<file path="src/pchr_cfg.svh">
/*
  Offsets, field positions, reset values and bus constants for the
  capability header register bank.
  Assumes inclusion by bare name from pchr_read_mux and pchr_regs.
*/
`ifndef PCHR_CFG_SVH
`define PCHR_CFG_SVH
`define PCHR_HDR_OFFSET 12'h040
`define PCHR_DCAP_OFFSET 12'h044
`define PCHR_CAPABILITY_IDENTIFIER_VALUE 8'h10
`define PCHR_NEXT_LSB 8
`define PCHR_VER_LSB 16
`define PCHR_VER_RESET 4'h2
`define PCHR_TYPE_LSB 20
`define PCHR_TYPE_UP 4'h5
`define PCHR_TYPE_DOWN 4'h6
`define PCHR_SLOT_BIT 24
`define PCHR_SLOT_RESET 1'b0
`define PCHR_MPS_RESET 3'h4
`define PCHR_TAG_BIT 5
`define PCHR_TAG_RESET 1'b1
`define PCHR_NEXT_RESET 8'h00
`define PCHR_UNMAPPED_DATA 32'h00000000
`endif

</file>
<file path="src/pchr_pkg.sv">
/*
  Types shared by the capability header register bank.
  Assumes pchr_cfg.svh is on the include path.
*/
package pchr_pkg;
  typedef enum logic [1:0] {
    PCHR_IDLE,
    PCHR_ANSWER
  } pchr_bus_state_e;
  typedef logic [11:0] pchr_addr_t;
endpackage

</file>
<file path="src/pchr_fields_if.sv">
/*
  Interface carrying the writable capability fields between the bank
  and its read-data assembler.
  Assumes a single clock domain.
*/
`timescale 1ns/1ps
interface pchr_fields_if;
  logic [7:0] next_link;
  logic [3:0] version;
  logic slot;
  logic [2:0] payload_code;
  logic long_tag;
  modport bank (output next_link, output version, output slot, output payload_code,
    output long_tag);
  modport view (input next_link, input version, input slot, input payload_code,
    input long_tag);
endinterface

</file>
<file path="src/pchr_read_mux.sv">
/*
  Assembles the read image of both capability registers.
  Assumes field values come from the bank over pchr_fields_if.
*/
`timescale 1ns/1ps
`include "pchr_cfg.svh"
module pchr_read_mux
  import pchr_pkg::*;
#(
  parameter logic UPSTREAM = 1'b1
) (
  pchr_fields_if.view fields,
  input wire pchr_addr_t addr_i,
  output logic [31:0] data_o,
  output logic hit_o
);
  wire [3:0] port_type = UPSTREAM ? `PCHR_TYPE_UP : `PCHR_TYPE_DOWN;
  // Reserved bits 31:30 and vector index 29:25 read zero
  wire [31:0] hdr_image = {2'h0, 5'h00, fields.slot, port_type, fields.version,
    fields.next_link, `PCHR_CAPABILITY_IDENTIFIER_VALUE};
  // Flags 13:12, latencies 11:6, phantom 4:3 hardwired zero
  wire [31:0] dcap_image = {18'h00000, 1'b0, 1'b0, 3'h0, 3'h0, fields.long_tag,
    2'h0, fields.payload_code};
  wire hit_hdr = addr_i == `PCHR_HDR_OFFSET;
  wire hit_dcap = addr_i == `PCHR_DCAP_OFFSET;
  assign hit_o = hit_hdr | hit_dcap;
  assign data_o = hit_hdr ? hdr_image : (hit_dcap ? dcap_image : `PCHR_UNMAPPED_DATA);
endmodule

</file>
<file path="src/pchr_payload_decode.sv">
/*
  Decodes the max payload code into the effective payload in bytes.
  Assumes a purely combinational context.
*/
`timescale 1ns/1ps
module pchr_payload_decode (
  input wire logic [2:0] code_i,
  output logic [12:0] bytes_o
);
  function automatic logic [12:0] payload_bytes(input logic [2:0] code);
    logic [12:0] result;
    result = 13'h0080;
    // Reserved codes fall back to the smallest payload
    if (code <= 3'h5) begin
      result = 13'h0080 << code;
    end
    return result;
  endfunction
  assign bytes_o = payload_bytes(code_i);
endmodule

</file>
<file path="src/pchr_regs.sv">
/*
  Capability header and device capabilities register bank, reached over
  Avalon-MM with waitrequest; also reports the effective max payload.
  Assumes synchronous inputs on CORE_CLK_I and a synchronous high reset.
*/
// Contract
// - Capability identifier bits 7:0 read-only, always 0x10.
// - Bits 15:8 hold the writable next capability link.
// - Structure version bits 19:16 writable, resets to 0x2.
// - Port type bits 23:20 read 0x5 upstream, 0x6 downstream.
// - Slot bit 24 resets 0; software keeps it zero on upstream port.
// - Vector index bits 29:25 read zero.
// - Max payload code bits 2:0 reset 0x4, codes 0-5 mean 128-4096 bytes.
// - Reserved payload codes 6 and 7 behave as 128 bytes.
// - Phantom function bits 4:3 hardwired zero.
// - Long tag bit 5 writable, resets to 1.
// - Standby latency bits 8:6 hardwired zero.
// - Sleep latency bits 11:9 hardwired zero.
// - Attention button flag bit 12 reads zero.
// - Attention lamp flag bit 13 reads zero.
`timescale 1ns/1ps
`include "pchr_cfg.svh"
module pchr_regs
  import pchr_pkg::*;
#(
  parameter logic UPSTREAM = 1'b1
) (
  input wire logic CORE_CLK_I,
  input wire logic RST_I,
  input wire logic CLK_EN_I,
  input wire logic [11:0] AVS_ADDRESS_I,
  input wire logic AVS_READ_I,
  input wire logic AVS_WRITE_I,
  input wire logic [31:0] AVS_WRITEDATA_I,
  input wire logic [3:0] AVS_BYTEENABLE_I,
  output logic [31:0] AVS_READDATA_O,
  output logic AVS_WAITREQUEST_O,
  output logic [1:0] AVS_RESPONSE_O,
  output logic [12:0] MAX_PAYLOAD_BYTES_O
);
  pchr_fields_if fields ();
  pchr_bus_state_e state;
  logic [7:0] next_link;
  logic [3:0] version;
  logic slot;
  logic [2:0] payload_code;
  logic long_tag;
  wire [31:0] read_image;
  wire read_hit;
  wire [12:0] payload_bytes;
  wire request = AVS_READ_I | AVS_WRITE_I;
  wire in_idle = state == PCHR_IDLE;
  wire accept = CLK_EN_I & in_idle & request;
  wire wr_hdr = accept & AVS_WRITE_I & (AVS_ADDRESS_I == `PCHR_HDR_OFFSET);
  wire wr_dcap = accept & AVS_WRITE_I & (AVS_ADDRESS_I == `PCHR_DCAP_OFFSET);
  wire [31:0] wd = AVS_WRITEDATA_I;
  wire [3:0] be = AVS_BYTEENABLE_I;
  // Only the writable fields are loaded; everything else is never stored
  wire [7:0] next_next_link = (wr_hdr & be[1]) ? wd[15:8] : next_link;
  wire [3:0] next_version = (wr_hdr & be[2]) ? wd[19:16] : version;
  wire next_slot = (wr_hdr & be[3]) ? wd[`PCHR_SLOT_BIT] : slot;
  wire [2:0] next_payload_code = (wr_dcap & be[0]) ? wd[2:0] : payload_code;
  wire next_long_tag = (wr_dcap & be[0]) ? wd[`PCHR_TAG_BIT] : long_tag;
  assign fields.next_link = next_link;
  assign fields.version = version;
  assign fields.slot = slot;
  assign fields.payload_code = payload_code;
  assign fields.long_tag = long_tag;
  pchr_read_mux #(
    .UPSTREAM(UPSTREAM)
  ) u_read_mux (
    .fields(fields.view),
    .addr_i(AVS_ADDRESS_I),
    .data_o(read_image),
    .hit_o(read_hit)
  );
  pchr_payload_decode u_payload (
    .code_i(payload_code),
    .bytes_o(payload_bytes)
  );
  // Writable fields
  always_ff @(posedge CORE_CLK_I) begin
    if (RST_I) begin
      next_link <= `PCHR_NEXT_RESET;
      version <= `PCHR_VER_RESET;
      slot <= `PCHR_SLOT_RESET;
      payload_code <= `PCHR_MPS_RESET;
      long_tag <= `PCHR_TAG_RESET;
    end else if (CLK_EN_I) begin
      next_link <= next_next_link;
      version <= next_version;
      slot <= next_slot;
      payload_code <= next_payload_code;
      long_tag <= next_long_tag;
    end
  end
  // One-wait answer: waitrequest drops the cycle after the request is seen
  wire next_wait = ~(accept);
  wire [1:0] next_resp = read_hit ? 2'h0 : 2'h3;
  always_ff @(posedge CORE_CLK_I) begin
    if (RST_I) begin
      state <= PCHR_IDLE;
      AVS_WAITREQUEST_O <= 1'b1;
      AVS_READDATA_O <= 32'h00000000;
      AVS_RESPONSE_O <= 2'h0;
      MAX_PAYLOAD_BYTES_O <= 13'h0000;
    end else if (CLK_EN_I) begin
      state <= accept ? PCHR_ANSWER : PCHR_IDLE;
      AVS_WAITREQUEST_O <= next_wait;
      if (accept) begin
        AVS_READDATA_O <= AVS_READ_I ? read_image : 32'h00000000;
        AVS_RESPONSE_O <= next_resp;
      end
      MAX_PAYLOAD_BYTES_O <= payload_bytes;
    end
  end
endmodule

</file>
<file path="config.mk">
export PLATFORM = sky130hd
export DESIGN_NAME = pchr_regs
export DESIGN_NICKNAME = d
export VERILOG_FILES = /design/src/pchr_pkg.sv /design/src/pchr_fields_if.sv /design/src/pchr_read_mux.sv /design/src/pchr_payload_decode.sv /design/src/pchr_regs.sv
export VERILOG_INCLUDE_DIRS = /design/src
export SDC_FILE = /design/constraint.sdc
export NUM_CORES = 1
export LEC_CHECK = 0
export ABC_AREA = 1
export BUFFER_PORTS_ARGS = -buffer_cell sky130_fd_sc_hd__buf_4
export CORE_MARGIN = 1
export CORE_UTILIZATION = 25
export DETAILED_ROUTE_END_ITERATION = 8
export PLACE_DENSITY = 0.5
export SLEW_MARGIN = 20
export SYNTH_ARGS = -nofsm -noshare
export SYNTH_HDL_FRONTEND = slang
export SYNTH_SLANG_ARGS = --single-unit
</file>
<file path="constraint.sdc">
create_clock -name CORE_CLK_I -period 1.75 [get_ports CORE_CLK_I]
set_clock_uncertainty 0.2 [all_clocks]
set_input_delay 0.525 -clock CORE_CLK_I [delete_from_list [all_inputs] [get_ports CORE_CLK_I]]
set_output_delay 0.525 -clock CORE_CLK_I [all_outputs]
set_load 0.03 [all_outputs]
</file>
**Yosys cells after proc, flatten, opt, wreduce, memory -nomap -nowiden**

Cells that the tools add are included.

- Order comparisons: 1
- Equal/unequal tests: 2
- Shifts and indexed selects: 1
- Muxes and demuxes: 6
- Bitwise gates (word level): 12
- Reduce and logical (&&, ||, !) cells: 6

Operator list:

| kind | count |
|---|---|
| 32-bit two-way mux | 2 |
| 12-bit by 7-bit == test with 1-bit output (second input constant) | 2 |
| 13-bit two-way mux | 1 |
| 8-bit by 3-bit left shift with 13-bit output (first input constant) | 1 |
| 2-bit AND reduction | 5 |
| 1-bit AND | 9 |
| 6-bit two-way mux | 1 |
| 3-bit less-or-equal comparator (second input constant) | 1 |
| 2-bit zero test | 1 |
| 2-bit two-way mux | 1 |
| 1-bit bitwise OR | 2 |
| 1-bit two-way mux | 1 |
| 1-bit NOT | 1 |

- Bits in registers: 67
- Input port bits: 53

**Depth between registers and ports, before layout**

- Word-level depth: 7
- Mapped depth: 9
- Gate-level depth less buffers: 8

**Modules after synthesis**

A second synthesis with hierarchy kept.

- Cell total of the unflattened synthesis: 403
- Area, all modules: 3032.9 um2

Modules (own cells, without submodules):

| module | times used | cells each | area an instance (um2) |
|---|---|---|---|
| pchr_regs | 1 | 307 | 2453.6 |
| pchr_read_mux | 1 | 74 | 464.2 |
| pchr_payload_decode | 1 | 22 | 115.1 |

**Worst setup path before layout**

OpenSTA, ideal clock, no wires.

- Kind: input to register
- From: input AVS_ADDRESS_I[5]
- To: register AVS_READDATA_O[12]
- Data arrival time: 1404 ps
- Required time: 1480 ps
- Slack: 75 ps
- Stages on the path: 8
- Buffers on the path: 1
- Cell sequence: nor2_1 -> nand2_2 -> nor2_8 -> nand2_2 -> nor2_4 -> buf_6 -> nand2_1 -> a21oi_1

- Cells in the longest elaborated chain, start to end: 3

Ends and longest elaborated chain:

| element | RTL line | source |
|---|---|---|
| start: declaration | pchr_regs.sv:31 | `input wire logic [11:0] AVS_ADDRESS_I,` |
| 12-bit by 7-bit == test with 1-bit output (no line) | - |  |
| 32-bit two-way mux | pchr_read_mux.sv:27 | `` assign data_o = hit_hdr ? hdr_image : (hit_dcap ? dcap_image : `PCHR_UNMAPPED_DATA); `` |
| 32-bit two-way mux | pchr_regs.sv:111 | `AVS_READDATA_O <= AVS_READ_I ? read_image : 32'h00000000;` |
| end signal: assignment | pchr_regs.sv:111 |  |
| end: declaration | pchr_regs.sv:36 | `output logic [31:0] AVS_READDATA_O,` |

No other way between the ends.
A chain may end at the register's enable or synchronous reset.

==> metrics <==
clock root buffer sky130_fd_sc_hd__clkbuf_8; worst-path maximum fanout 4; count of final max-slew check failures 0; fraction of final layout cells sized beyond drive strength 1 27.7%; EDFF count, synth 0; final hold violations 0; Main synth FF type sky130_fd_sc_hd__dfxtp_1; Skew-Pair Late Insertion Delay 0.29 ns; Die Outline Area 0.00856 mm^2; final worst hold slack 0.246 ns; Overall Global Routing Usage 12.3%; number of buffers inserted by hold repair at cts 0; number of register bits inferred by synthesis 44; HPWL after DPL 3540 um; min setup slack post-route 0.180 ns; Clock Path Buffers 2; cell leakage power 1.36 nW; Num CTS Buffers 5; largest net degree at the start of global routing 26; final worst path period share 89.7%; DRC violations left 0; maximum clock frequency 0.637 GHz; total power per unit cell area 732 mW/mm^2; detail-routed via count per cell 3.97; peak supply drop 0.316 mV; number of antenna violations at the first check in global routing 0; number of sinks handled by clock tree synthesis 44; clock tree from TritonCTS done; Final Critical Period 1.57 ns; routed wire length 4880 um; R2R Path Start state[0]; data arrival time at the worst-slack endpoint 0.85 ns; detail-routed net length per standard cell 10.5 um; unique cell type count in the Yosys netlist 24; type of the worst setup path reg -> out; async set-or-reset flop fraction in the synthesized netlist 0%; part of the Yosys area used for sequential elements 43.0%; number of port buffers 66; library cell contributing the largest single delay on the critical path sky130_fd_sc_hd__dfxtp_1; Worst R2R Setup Slack 0.34 ns; clk slew on worst S/H paths 0.08 ns; number of cell rows 32; via count 1837; Final Wtd Congestion 0.713; Routed Antenna Nets 0; final-layout setup total negative slack 0 ns; H-tree levels 2; initial standard-cell utilization of the core 26.2%; I/O pin total 101; number of global-route vias before repair 1721; cells after synthesis 287; total number of nets in the final design 415; number of gates resized after CTS 0; cell depth of the worst flop-to-flop path 6; drt pass-1 iters 4; Mapped Area 0.00205 mm^2; capturing element type of the critical path output pin; floorplan die width 92.5 um; cells along the critical path buf_4; setup repair bufs after CTS 0; startpoint of the most critical hold path AVS_WRITEDATA_I[13]; number of instances on the worst hold path 3; status completed; worst flop-to-flop path endpoint fields.next_link[3]; warning count from the yosys run 0; Die H 92.5 um; layout overhead on the synthesized area 33.7%; crit-path max cell delay 0.38 ns; startpoint class of the critical path flop; dpl ws -0.118 ns; unrepaired setup endpoints after global routing false; WHS Endpoint fields.next_link[5]; Mapped Avg Cell Area 7.14 um^2; CP top delay family flip-flops; crit path buf inv count 1; class of the tightest hold or removal check in -> reg; Max Cap Violations 0; CP Data Required Time 1.02 ns; global-route wire length before repair 8210 um; Ant. Diodes 0; Final setup viols 0; Core Box Area 0.00781 mm^2; final global-route overflow total 0; number of DRC markers in iteration 0 41
-- routing by layer --
metal	part of all wire [%]	GRT usage [%]	vias up
li1	-	-	986
met2	46	19.9	54
met3	8.2	4.19	5
met4	0.78	3.52	0
met5	0	0	-
met1	45	15.4	792
-- registers in the layout, indices dropped and copies added (netlist names) --
register / count
AVS_READDATA_O: 18
state: 1
fields.next_link: 8
fields.version: 4
AVS_WAITREQUEST_O: 1
fields.long_tag: 1
MAX_PAYLOAD_BYTES_O: 6
AVS_RESPONSE_O: 1
fields.payload_code: 3
fields.slot: 1
-- placed cells by master, fill, tap and decap left out, drive strengths merged --
cell type  count
nor2          43
conb          19
nor3           2
clkbuf         5
bufinv         1
a21oi         26
dfxtp         44
inv           34
a31oi          1
nand2         88
buf           79
clkinv         1
nand3          8
nand4          8
o21ai          2
-- cells in the mapped netlist (2+ instances only) --
| master | n | share of area, % |
|---|---|---|
| sky130_fd_sc_hd__nor2_4 | 3 | 1.6 |
| sky130_fd_sc_hd__nor2_1 | 38 | 7.0 |
| sky130_fd_sc_hd__clkbuf_1 | 3 | 0.55 |
| sky130_fd_sc_hd__buf_2 | 2 | 0.49 |
| sky130_fd_sc_hd__o21ai_0 | 2 | 0.49 |
| sky130_fd_sc_hd__nand2_1 | 84 | 15 |
| sky130_fd_sc_hd__inv_2 | 2 | 0.37 |
| sky130_fd_sc_hd__nand3_1 | 8 | 2.0 |
| sky130_fd_sc_hd__nor3_2 | 2 | 0.98 |
| sky130_fd_sc_hd__buf_6 | 2 | 1.1 |
| sky130_fd_sc_hd__dfxtp_1 | 44 | 43 |
| sky130_fd_sc_hd__inv_1 | 32 | 5.9 |
| sky130_fd_sc_hd__a21oi_1 | 25 | 6.1 |
| sky130_fd_sc_hd__nand4_1 | 7 | 2.1 |
| sky130_fd_sc_hd__buf_4 | 22 | 8.1 |
| sky130_fd_sc_hd__nand2_2 | 3 | 0.92 |
-- power by group --
part,internal (mW),switching [mW]
sequential,1.01,0.00409
clock,0.410,0.338
combinational,0.0893,0.156
total,1.51,0.499
-- layout make-up --
| type | count | area [um^2] |
|---|---|---|
| Clock buffer | 5 | 68.8 |
| Clock inverter | 1 | 30.0 |
| Fill cell | 862 | 5070 |
| Inverter | 35 | 131 |
| Multi-Input combinational cell | 197 | 895 |
| Sequential cell | 44 | 881 |
| Tap cell | 102 | 128 |
| Timing Repair Buffer | 79 | 606 |
-- stage by stage --
stage	cells	cell area (um^2)	utilization, %	total power, mW
after floorplan	305	2120	-	1.21
after global placement	457	2640	33.8	1.28
after detailed placement	457	2640	33.8	1.28
after CTS	463	2740	35.1	2.04
after global routing	463	2740	35.1	2.11
final	463	2740	35.1	2.00
-- logic make-up after synthesis --
| group | share of synthesized area (%) |
|---|---|
| other | 0.183 |
| flip-flops | 43.0 |
| buffers and inverters | 16.6 |
| AND/OR/NAND/NOR | 32.9 |
| AO/OA/AOI/OAI | 7.33 |
-- worst min-delay path, stage by stage --
cell and delay [ns]:
sky130_fd_sc_hd__buf_4 0.07, sky130_fd_sc_hd__nor2_1 0.03, sky130_fd_sc_hd__nor2_1 0.08
-- worst max-delay path by stage --
stage | from | to | slack (ns) | depth (start not counted)
after global placement | AVS_ADDRESS_I[5] | fields.next_link[2] | -0.12 | 7
final | AVS_READDATA_O[22] | AVS_READDATA_O[20] | 0.18 | 1
after floorplan | AVS_ADDRESS_I[5] | AVS_READDATA_O[12] | 0.08 | 8
after detailed placement | AVS_ADDRESS_I[5] | AVS_READDATA_O[9] | -0.12 | 9
after global routing | AVS_ADDRESS_I[11] | AVS_READDATA_O[11] | 0.08 | 9
after CTS | AVS_READDATA_O[22] | AVS_READDATA_O[20] | 0.16 | 1
Note: power is estimated with default switching activity, not from simulation.
